## config.mk

```make
export PLATFORM = sky130hd
export DESIGN_NAME = supply_drop_monitor
export DESIGN_NICKNAME = d
export VERILOG_FILES = /design/src/logic/supply_drop_pkg.sv /design/src/logic/supply_drop_monitor.sv
export SDC_FILE = /design/constraint.sdc
export NUM_CORES = 1
export LEC_CHECK = 0
export ABC_AREA = 1
export BUFFER_PORTS_ARGS = -buffer_cell sky130_fd_sc_hd__buf_4
export CELL_PAD_IN_SITES_DETAIL_PLACEMENT = 2
export CELL_PAD_IN_SITES_GLOBAL_PLACEMENT = 2
export CORE_MARGIN = 8
export CORE_UTILIZATION = 28
export DETAILED_ROUTE_END_ITERATION = 7
export GPL_ROUTABILITY_DRIVEN = 0
export MAX_ROUTING_LAYER = met4
export PLACE_DENSITY = 0.86
export REMOVE_ABC_BUFFERS = 1
export SKIP_CTS_REPAIR_TIMING = 1
export SLEW_MARGIN = 20
export SYNTH_ARGS = -nofsm -noshare
export SYNTH_HDL_FRONTEND = slang
export SYNTH_SLANG_ARGS = --single-unit
```

## constraint.sdc

```tcl
create_clock -name CLOCK_IN -period 2.16 [get_ports CLOCK_IN]
set_input_delay 0.324 -clock CLOCK_IN [delete_from_list [all_inputs] [get_ports CLOCK_IN]]
set_output_delay 0.324 -clock CLOCK_IN [all_outputs]
set_load 0.01 [all_outputs]
```

## src/logic/supply_drop_pkg.sv

```systemverilog
/*
 Shared constants and carrier types for the supply drop monitor control block.
 Assumes a 32-bit classic Wishbone register bus and a 100 MHz system clock.
*/
package supply_drop_pkg;
   // Register byte offsets
   localparam logic [7:0] DETECTOR_CONTROL_OFS = 8'h00;
   localparam logic [7:0] IRQ_STATUS_OFS = 8'h04;
   localparam logic [7:0] IRQ_MASK_OFS = 8'h08;
   localparam logic [7:0] IRQ_GLOBAL_OFS = 8'h0C;
   // Control register fields and reset value
   localparam int TRIP_LSB = 0;
   localparam int TRIP_W = 4;
   localparam int POWER_BIT = 4;
   localparam int STABLE_BIT = 5;
   localparam logic [7:0] CONTROL_RESET = 8'h05;
   localparam logic [3:0] TRIP_EXTERNAL = 4'hF;
   // Status/mask layout
   localparam int LOW_VOLTAGE_BIT = 0;
   localparam int WAKE_BIT = 1;
   localparam logic [1:0] EVENT_MASK_RESET = 2'h0;
   // Stabilization interval: fixed cycle count, 50 us only while the clock matches CLOCK_MHZ
   localparam int CLOCK_MHZ = 100;
   localparam int SETTLE_US = 50;
   localparam int SETTLE_CYCLES = SETTLE_US * CLOCK_MHZ;
   localparam int SETTLE_W = 16;

   typedef enum logic [1:0] {
      MON_OFF = 2'b00,
      MON_SETTLE = 2'b01,
      MON_READY = 2'b10
   } monitor_state_t;

   typedef struct packed {
      logic cyc;
      logic stb;
      logic we;
      logic [3:0] sel;
      logic [7:0] adr;
      logic [31:0] dat;
   } wb_req_t;

   typedef struct packed {
      logic ack;
      logic [31:0] dat;
   } wb_rsp_t;

   typedef struct packed {
      monitor_state_t state;
      logic [SETTLE_W-1:0] settle_cnt;
      logic [3:0] trip_level_select;
      logic ext_select;
      logic detector_power_enable;
      logic reference_stable;
      logic [1:0] cmp_sync;
      logic [1:0] sleep_sync;
      logic [1:0] status;
      logic [1:0] mask;
      logic global_irq_enable;
      logic irq;
      logic wake;
      logic ack;
      logic [31:0] rdata;
   } monitor_regs_t;
endpackage : supply_drop_pkg

```

## src/logic/supply_drop_monitor.sv

```systemverilog
/*
 Control logic of a supply low-voltage detector: control register, settling
 timer, latched low-voltage flag, interrupt and wake request, Wishbone slave.
 Assumes the analog comparator, divider and reference sit outside; the
 comparator output and sleep indication arrive asynchronously.
*/
// Overview of operation
// RULE1 - Comparator low report sets low-voltage flag
// RULE2 - Four-bit field selects one of sixteen taps
// RULE3 - Code all ones routes external trip input
// RULE4 - Bit four powers the detector
// RULE5 - Read-only bit five shows reference stable
// RULE6 - Flag cannot set before reference is stable
// RULE7 - Fixed settle interval after every enable
// RULE8 - Spurious flag clearable by software afterwards
// RULE9 - Flag, enable and global enable raise interrupt
// RULE10 - Detection keeps working during sleep
// RULE11 - Crossing during sleep sets flag, wakes device
// RULE12 - Any reset turns the detector off
// RULE13 - Software follows the documented setup order
// RULE14 - Flag stays latched until software clears
// RULE15 - Asynchronous inputs pass two flip-flops first
`timescale 1ns/1ps
module supply_drop_monitor (
   // Clock and reset
   input wire logic CLOCK_IN,
   input wire logic RESET_N_IN,
   // Wishbone slave
   input wire supply_drop_pkg::wb_req_t WB_REQ_IN,
   output supply_drop_pkg::wb_rsp_t WB_RSP_OUT,
   // Analog front end
   input wire logic COMPARATOR_LOW_IN,
   input wire logic SLEEP_ACTIVE_IN,
   output logic DETECTOR_POWER_OUT,
   output logic [3:0] TRIP_LEVEL_OUT,
   output logic EXTERNAL_TRIP_SELECT_OUT,
   // Requests to the processor
   output logic IRQ_OUT,
   output logic WAKE_OUT
);
   import supply_drop_pkg::*;

   localparam logic [SETTLE_W-1:0] SETTLE_LAST = SETTLE_W'(SETTLE_CYCLES - 1);

   monitor_regs_t r;
   monitor_regs_t nxt;
   logic wr;
   logic rd_hit;
   logic low_seen;
   logic [1:0] events;
   logic [1:0] w1c;

   always_comb begin
      nxt = r;
      // Writes land at the edge that shows ack high, where the master samples it
      wr = WB_REQ_IN.cyc && WB_REQ_IN.stb && WB_REQ_IN.we && r.ack;
      w1c = 2'h0;
      // Settling timer restarts on every enable
      case (r.state)
         MON_OFF: begin
            nxt.settle_cnt = '0;
            if (r.detector_power_enable) begin
               nxt.state = MON_SETTLE; // RULE7
            end
         end
         MON_SETTLE: begin
            if (!r.detector_power_enable) begin
               nxt.state = MON_OFF;
            end else if (r.settle_cnt == SETTLE_LAST) begin
               nxt.state = MON_READY; // RULE7
            end else begin
               nxt.settle_cnt = r.settle_cnt + 1'b1;
            end
         end
         MON_READY: begin
            if (!r.detector_power_enable) begin
               nxt.state = MON_OFF;
            end
         end
         default: begin
            nxt.state = MON_OFF;
         end
      endcase
      nxt.reference_stable = (nxt.state == MON_READY); // RULE5
      // Second stage only; first stage never read by logic
      nxt.cmp_sync = {r.cmp_sync[0], COMPARATOR_LOW_IN}; // RULE15
      nxt.sleep_sync = {r.sleep_sync[0], SLEEP_ACTIVE_IN}; // RULE15
      // Gated until stable; comparator already sees selected tap
      low_seen = r.cmp_sync[1] && r.reference_stable && r.detector_power_enable; // RULE1 RULE6
      events[LOW_VOLTAGE_BIT] = low_seen;
      events[WAKE_BIT] = low_seen && r.sleep_sync[1]; // RULE11
      // Bus access
      nxt.ack = WB_REQ_IN.cyc && WB_REQ_IN.stb && !r.ack;
      rd_hit = nxt.ack && !WB_REQ_IN.we;
      if (wr && WB_REQ_IN.sel[0]) begin
         case (WB_REQ_IN.adr)
            DETECTOR_CONTROL_OFS: begin
               nxt.trip_level_select = WB_REQ_IN.dat[TRIP_LSB +: TRIP_W]; // RULE2 RULE3
               nxt.detector_power_enable = WB_REQ_IN.dat[POWER_BIT]; // RULE4
            end
            IRQ_STATUS_OFS: begin
               w1c = WB_REQ_IN.dat[1:0]; // RULE8
            end
            IRQ_MASK_OFS: begin
               nxt.mask = WB_REQ_IN.dat[1:0];
            end
            IRQ_GLOBAL_OFS: begin
               nxt.global_irq_enable = WB_REQ_IN.dat[0];
            end
            default: begin
            end
         endcase
      end
      // Set wins over clear; flag holds until cleared
      nxt.status = (r.status & ~w1c) | events; // RULE14
      // Registered so the routing pin never glitches while the field is rewritten
      nxt.ext_select = (nxt.trip_level_select == TRIP_EXTERNAL); // RULE3
      nxt.rdata = 32'h0;
      if (rd_hit) begin
         case (WB_REQ_IN.adr)
            DETECTOR_CONTROL_OFS: begin
               nxt.rdata[STABLE_BIT] = r.reference_stable; // RULE5
               nxt.rdata[POWER_BIT] = r.detector_power_enable;
               nxt.rdata[TRIP_LSB +: TRIP_W] = r.trip_level_select;
            end
            IRQ_STATUS_OFS: begin
               nxt.rdata[1:0] = r.status;
            end
            IRQ_MASK_OFS: begin
               nxt.rdata[1:0] = r.mask;
            end
            IRQ_GLOBAL_OFS: begin
               nxt.rdata[0] = r.global_irq_enable;
            end
            default: begin
               nxt.rdata = 32'h0;
            end
         endcase
      end
      nxt.irq = r.global_irq_enable && |(nxt.status & nxt.mask); // RULE9
      // Wake ignores the global enable so sleep exits even with interrupts off
      nxt.wake = nxt.status[WAKE_BIT] && nxt.mask[WAKE_BIT]; // RULE11
   end

   // Asynchronous reset puts the detector off with control at reset value
   always_ff @(posedge CLOCK_IN or negedge RESET_N_IN) begin
      if (!RESET_N_IN) begin
         r.state <= MON_OFF;
         r.settle_cnt <= '0;
         r.trip_level_select <= CONTROL_RESET[TRIP_LSB +: TRIP_W]; // RULE12
         r.ext_select <= (CONTROL_RESET[TRIP_LSB +: TRIP_W] == TRIP_EXTERNAL); // RULE12
         r.detector_power_enable <= CONTROL_RESET[POWER_BIT]; // RULE12
         r.reference_stable <= 1'b0;
         r.cmp_sync <= 2'h0;
         r.sleep_sync <= 2'h0;
         r.status <= 2'h0;
         r.mask <= EVENT_MASK_RESET;
         r.global_irq_enable <= 1'b0;
         r.irq <= 1'b0;
         r.wake <= 1'b0;
         r.ack <= 1'b0;
         r.rdata <= 32'h0;
      end else begin
         r <= nxt;
      end
   end

   // Front-end outputs are flop-driven; sleep operation relies on the
   // analog comparator holding its level until the clock returns.
   assign DETECTOR_POWER_OUT = r.detector_power_enable; // RULE10
   assign TRIP_LEVEL_OUT = r.trip_level_select; // RULE2
   assign EXTERNAL_TRIP_SELECT_OUT = r.ext_select; // RULE3
   assign IRQ_OUT = r.irq;
   assign WAKE_OUT = r.wake;
   assign WB_RSP_OUT.ack = r.ack;
   assign WB_RSP_OUT.dat = r.rdata;
endmodule : supply_drop_monitor

```

Yosys cells after proc, flatten, opt, wreduce, memory -nomap -nowiden
Cells that the tools add are included.
- register bits: 69
- input port bits: 51
- output and inout bits: 41
- word-level logic and storage cells: 69
- $add $sub $neg: 1
- equal/unequal tests: 10
- multiplexer cells: 19
- bitwise logic cells: 4
- reduce and logical (&&, ||, !) cells: 20
- operators by type and width (kind ; number):
    $mux W16 ; 2
    $pmux W16 S2 ; 1
    $add A16 B1 Y16 const B ; 1
    $eq A16 B13 Y1 const B ; 1
    $eq A8 B4 Y1 const B ; 2
    $mux W2 ; 7
    $mux W4 ; 3
    $logic_and A1 B1 Y1 ; 11
    $eq A8 B3 Y1 const B ; 1
    $logic_not A8 Y1 ; 1
    $mux W6 ; 1
    $pmux W2 S3 ; 1
    $and A2 B2 Y2 ; 2
    $eq A2 B2 Y1 const B ; 2
    $eq A4 B4 Y1 const B ; 1
    $ne A2 B2 Y1 const B ; 2
    $pmux W1 S4 ; 1
    $reduce_and A2 Y1 ; 2
    $mux W3 ; 1
    $pmux W1 S3 ; 1
    $reduce_and A3 Y1 ; 1
    $eq A2 B1 Y1 const B ; 1
    $logic_not A1 Y1 ; 2
    $logic_not A2 Y1 ; 1
    other kinds (5) ; 5

Longest topological paths before layout
Gate-level depths: netlist of run 1.
- depth in word-level cells: 11
- depth in mapped cells: 10
- mapped depth without buffers: 9

Least setup slack after synthesis of run 1
Ideal clock, no wire load.
- path type: register to register
- start: register r[51] (netlist bit)
- end: register r[61] (netlist bit)
- setup time: 0.118 ns
- arrival time: 1.438 ns
- path slack: 0.604 ns
- cell stages (with the launch flop): 11
- buffers on the path: 1
- path through: dfrtp_1 > ha_1 > nand2_1 > clkinv_1 > nand4_2 > nor2_4 > nor2_8 > inv_8 > buf_12 > nand2_1 > o21ai_2
- word-level cells in the longest chain between the ends: 4
- ends and longest elaborated chain (item ; RTL line ; RTL):
    start: declaration ; supply_drop_monitor.sv:45 ; monitor_regs_t r;
    start signal: assignment ; supply_drop_monitor.sv:164 ; r <= nxt;
    $add A16 B1 Y16 ; supply_drop_monitor.sv:72 ; nxt.settle_cnt = r.settle_cnt + 1'b1;
    $mux W16 ; supply_drop_monitor.sv:69 ; end else if (r.settle_cnt == SETTLE_LAST) begin
    $mux W16 ; supply_drop_monitor.sv:67 ; if (!r.detector_power_enable) begin
    $pmux W16 S2 ; supply_drop_monitor.sv:59 ; case (r.state)
Parallel ways exist; a longest one is shown, timed or not. The select of a mux whose other input is x is not followed.
A chain may end at the register's enable or synchronous reset.

Worst setup path in the final report of run 1
- start: register r[51] (netlist bit)
- end: register r[63] (netlist bit)
The elaborated chain is that of the path after synthesis.

==> results.sh, run 1 <==
export IMPL_pin_count=92
export IMPL_regToRegEndpoint="r[63]"
export IMPL_hold_viol_final=0
export IMPL_cellLeakagePower_nw=1.34
export IMPL_arrival_ps=1980
export IMPL_die_area_mm2=0.0123
export IMPL_die_w_um=111
export IMPL_nets=386
export IMPL_antenna_cells=0
export IMPL_avgRoutedWirePerCell_um=15.9
export IMPL_finish_instance_area_mm2=0.00278
export IMPL_yosysTopAreaCellShare_pct=40.7
export IMPL_yosys_warnings=0
export IMPL_initialDrtViolationCount=28
export IMPL_syn_cell_area_mm2=0.00252
export IMPL_hpwl_um=5410
export IMPL_power_mw=1.81
export IMPL_postRouteAntennaNets=0
export IMPL_fmax_mhz=570
export IMPL_first_pass_iters=4
export IMPL_cts_tree="done"
export IMPL_cts_buffer_depth=2
export IMPL_hp_class="in2async"
export IMPL_peakVddDrop_v=0.000228
export IMPL_drive_gt1_share_pct=23.3
export IMPL_nFillCells=1050
export IMPL_root_buffer="clkbuf_8"
export IMPL_synthTopCellsByArea="dfrtp_1, buf_4, nand2_1"
export IMPL_setup_viol=0
export IMPL_final_common_cell="nand2_1"
export IMPL_globalRouteTotalUtil_pct=12.0
export IMPL_max_cap_viol_count=0
export IMPL_power_density_mw_per_mm2=653
export IMPL_cts_max_level=2
export IMPL_period_share_pct=81.2
export IMPL_multi_input_comb_area_mm2=0.00109
export IMPL_final_core_util_pct=31.9
export IMPL_cp_end_kind="register"
export IMPL_start_util_pct=28.9
export IMPL_grt_pass1_wl_um=12200
export IMPL_io_buffers=35
export IMPL_final_cells=443
export IMPL_status="complete, no violations"
export IMPL_rrSetupSlack_ps=410
export IMPL_remaining_drc_errors=0
export IMPL_start_kind="register"
export IMPL_dp_cells=435
export IMPL_cts_buffers=5
export IMPL_grt_pass1_vias=2332
export IMPL_area_delta_synth_final_pct=10.1
export IMPL_grt_max_degree=44
export IMPL_worstPathRequired_ps=2390
export IMPL_clk_pin_slew_ps=90
export IMPL_crit_fanout=7
export IMPL_min_period_ps=1750
export IMPL_whs_ps=10.0
export IMPL_slew_viol_final=0
export IMPL_ff2ff_path_depth=7
export IMPL_core_area_mm2=0.00872
export IMPL_globalRoute_totalOverflow=0
export IMPL_place_ws_ps=384
export IMPL_ys_seq_area_share_pct=42.8
export IMPL_ys_ff_latch=43
export IMPL_register_area_mm2=0.00108
export IMPL_rsz0062_at_grt="no"
export IMPL_dr_total_vias=2064
export IMPL_setup_ws_ps=407
export IMPL_wl_um=7050
export IMPL_r2r_start="r[51]"
export IMPL_skew_ps=5.06
export IMPL_most_common_layout_cells="nand2_1, dfrtp_1, buf_4"
export IMPL_die_height_um=111
export IMPL_tightest_slew_ps=622
export IMPL_viasPerCell=4.66
export IMPL_crit_type="reg2reg"
export IMPL_clkLatencyLatePin_ps=300
export IMPL_synth_cells=307
export IMPL_num_rows=34
export IMPL_yosysTopAreaCell="dfrtp_1"
export IMPL_synth_cell_types=35
export IMPL_antenna_found_initial=0
export IMPL_numClockSinks=43
export IMPL_finalSetupTns_ps=0
export IMPL_place_area_mm2=0.00269
export IMPL_avgSynthCellArea_um2=8.22
export IMPL_slew_headroom_pct=58.2
-- flip-flops by register name, summed over array words and instances, names as in the netlist --
register                  count
DETECTOR_POWER_OUT            1
EXTERNAL_TRIP_SELECT_OUT      1
IRQ_OUT                       1
TRIP_LEVEL_OUT                4
WAKE_OUT                      1
WB_RSP_OUT                    7
nxt                           2
r                            26
-- worst max-delay path, stage by stage (launching register included) --
cell and delay, ps:
dfrtp_1 490, ha_1 210, inv_1 60, nor3_1 450, nand3_1 170, nand2_1 110
nand3_1 90, o21ai_2 110
-- worst max path at each step --
stage | depth (start not counted) | end | slack [ps] | from
floorplan | 8 | r[57] | 670 | r[51]
global placement | 9 | r[65] | 470 | r[51]
detailed placement | 7 | r[63] | 380 | r[51]
CTS | 7 | r[63] | 360 | r[51]
global route | 7 | r[63] | 260 | r[51]
finish | 7 | r[63] | 410 | r[51]
-- kinds of logic after synthesis --
kind of cell / synth area share, %
other: 0.149
xor gates and xnor gates: 1.04
buffers and inverters: 17.9
adders and majority gates: 0.496
DFF: 42.8
and+or+nand+nor: 29.8
AOI/OAI and AO/OA: 7.94
-- metal layers --
layer / vias up / global-route usage (%) / part of all wire (%)
li1: 983 / - / -
met1: 1025 / 13.3 / 42
met2: 47 / 21.1 / 51
met3: 9 / 3.03 / 5.8
met4: 0 / 2.61 / 0.95
met5: - / - / 0
-- Yosys cell counts --
cell and n:
a211oi_1 2, a21oi_1 8, a31o_2 1, a31oi_1 1
buf_12 2, buf_4 38, clkbuf_1 1, clkinv_1 1
clkinv_2 1, conb_1 1, dfrtp_1 41, dfstp_2 2
ha_1 1, inv_1 22, inv_2 5, inv_8 1
nand2_1 69, nand2_2 6, nand3_1 26, nand3_2 1
nand3b_1 3, nand4_1 8, nand4_2 1, nor2_1 26
nor2_2 1, nor2_4 3, nor2_8 1, nor3_1 11
nor3_2 1, o21ai_0 6, o21ai_1 1, o21ai_2 10
o21bai_1 1, or2_2 1, xor2_1 3
-- power by group --
group          leakage (nW)  internal [mW]  switching (mW)
clock                0.0412          0.227           0.293
combinational         0.746          0.122           0.218
sequential            0.550          0.874          0.0804
total                  1.34           1.22           0.592
-- area by class of cell --
| type | count | area share, % |
|---|---|---|
| clock inverters | 2 | 0.450 |
| multi-input cells | 218 | 39.1 |
| flip-flops and latches | 43 | 38.8 |
| well taps | 108 | 4.86 |
| clock buffers | 6 | 2.61 |
| inverters | 30 | 4.37 |
| repair buffers | 36 | 9.73 |
(Power assumes the default switching activity.)
==> run 2: changes to the inputs <==
clock period = 1.68 ns   (was 2.16 ns; I/O delays follow)
==> run 2 against run 1 <==
- the flow now finishes with violations (negative setup slack)
- via count grew 3.2%
- flip-flop and latch count is the same
- sequential power grew 29%
- critical path depth grew 1
- die area is the same
- global-route usage grew 0.25 points
- non-clock buffer count grew 15
- maximum frequency grew 4.1%
- routed wire length grew 8.3%
- critical endpoint is now r[55]
==> results.sh, run 2 (synthesized netlist as in run 1, its figures left out) <==
export IMPL_status="finished with violations"
export IMPL_violations="negative setup slack"
export IMPL_start_kind="register"
export IMPL_clk_pin_slew_ps=80
export IMPL_fmax_mhz=594
export IMPL_pin_count=92
export IMPL_min_path_cells=1
export IMPL_avgRoutedWirePerCell_um=16.6
export IMPL_crit_fanout=4
export IMPL_antenna_found_initial=0
export IMPL_slowest_delay_ps=460
export IMPL_setup_ws_ps=-4.58
export IMPL_cts_max_level=2
export IMPL_power_density_mw_per_mm2=915
export IMPL_globalRoute_totalOverflow=0
export IMPL_die_height_um=111
export IMPL_io_buffers=35
export IMPL_largest_reg_flops=26
export IMPL_nets=402
export IMPL_hp_start="SLEEP_ACTIVE_IN"
export IMPL_start_util_pct=28.9
export IMPL_viasPerCell=4.64
export IMPL_remaining_drc_errors=0
export IMPL_slowest_stage="dfrtp_1"
export IMPL_final_cells=459
export IMPL_slew_headroom_pct=61.5
export IMPL_die_w_um=111
export IMPL_cts_buffer_depth=2
export IMPL_worstPathRequired_ps=1840
export IMPL_slew_viol_final=0
export IMPL_final_common_cell="nand2_1"
export IMPL_postRouteAntennaNets=0
export IMPL_rrSetupSlack_ps=-5
export IMPL_antenna_cells=0
export IMPL_root_buffer="clkbuf_8"
export IMPL_grt_max_degree=44
export IMPL_met2_usage_pct=22.3
export IMPL_dp_cells=441
export IMPL_arrival_ps=1850
export IMPL_path_cells="inv_1 -> nor2_1 -> nand4_2 -> nor2_4 -> nor2_8 -> buf_4 -> nand3b_1 -> o21ai_0"
export IMPL_crit_type="reg2reg"
export IMPL_grt_util_met3_pct=3.08
export IMPL_use_met1_pct=13.0
export IMPL_cts_tree="done"
export IMPL_period_share_pct=100
export IMPL_most_common_layout_cells="nand2_1, buf_4, dfrtp_1"
export IMPL_r2r_start="r[58]"
export IMPL_clkLatencyLatePin_ps=300
export IMPL_first_pass_iters=4
export IMPL_ff2ff_path_depth=8
export IMPL_dr_total_vias=2131
export IMPL_numClockSinks=43
export IMPL_num_rows=34
export IMPL_setup_viol=1
export IMPL_finalSetupTns_ps=-4.58
export IMPL_drive_gt1_share_pct=27.9
export IMPL_max_cap_viol_count=0
export IMPL_cts_buffers=5
export IMPL_regToRegEndpoint="r[55]"
export IMPL_cellLeakagePower_nw=1.46
export IMPL_die_area_mm2=0.0123
export IMPL_hold_viol_final=0
export IMPL_area_delta_synth_final_pct=18.2
export IMPL_busiest_layer="met2"
export IMPL_nFillCells=1028
export IMPL_grt_pass1_vias=2433
export IMPL_core_area_mm2=0.00872
export IMPL_initialDrtViolationCount=40
export IMPL_skew_ps=6.72
export IMPL_wl_um=7630
export IMPL_peakVddDrop_v=0.000324
export IMPL_tightest_slew_ps=577
export IMPL_hp_class="in2reg"
export IMPL_globalRouteTotalUtil_pct=12.2
export IMPL_min_period_ps=1680
export IMPL_hpwl_um=5560
export IMPL_top_register="r"
export IMPL_hold_end="nxt[41]"
export IMPL_grt_pass1_wl_um=12400
export IMPL_cp_end_kind="register"
[run 2: cell count changes in the layout (fill, tap and decap cells not counted), sizes merged]
cell / previous run / this run
clkinvlp: 1 / 0
bufinv: 0 / 2
clkbuf: 6 / 7
clkinv: 3 / 2
buf: 36 / 49
dlygate4sd3: 0 / 1
inv: 28 / 29
[run 2: layout make-up]
class	count	area, µm²	share of cell area, %
inverters	30	126	4.24
clock buffers	6	72.6	2.43
repair inverters	1	11.3	0.378
multi-input cells	218	1100	37.0
flip-flops and latches	43	1080	36.2
well taps	108	135	4.53
repair buffers	51	395	13.3
clock inverters	2	60.1	2.01
[run 2: where the power goes]
part	internal, mW	switching (mW)	total, mW	leakage [nW]
combinational	0.197	0.323	0.520	0.840
clock	0.595	0.382	0.976	0.0654
sequential	1.12	0.107	1.23	0.550
[run 2: worst max path at each step]
stage,start,end,slack (ps),cells past startpoint
after floorplan,r[51],r[57],190,8
after global placement,r[51],r[60],120,9
after detailed placement,r[51],r[65],50,9
after CTS,r[51],r[57],10,9
after global routing,r[55],r[55],-40,9
final,r[58],r[55],-5,8
[run 2: worst max-delay path, delay by kind of cell, from the launching register on]
kind	cells	cell delay (ps)
AND/OR/NAND/NOR	5	680
flip-flops	1	460
buffers and inverters	2	290
AO/OA/AOI/OAI	1	120
[run 2: metal layers]
layer | vias up | share of wire, %
met5 | - | 0
met4 | 0 | 0.77
met3 | 8 | 4.5
met2 | 49 | 54
met1 | 1064 | 41
li1 | 1010 | -
[run 2: per-stage QoR]
step / total power, mW / worst slack, ps / util, % / hold WS, ps / instance area, µm²
floorplan: 1.51 / 186 / - / -43.6 / 2290
global placement: 1.65 / 125 / 31.4 / 288 / 2740
detailed placement: 1.71 / 53.9 / 31.4 / 301 / 2740
CTS: 2.70 / 14.4 / 32.9 / -35.5 / 2870
global route: 2.86 / -43.5 / 34.2 / 49.2 / 2980
finish: 2.73 / -4.58 / 34.2 / 60.2 / 2980
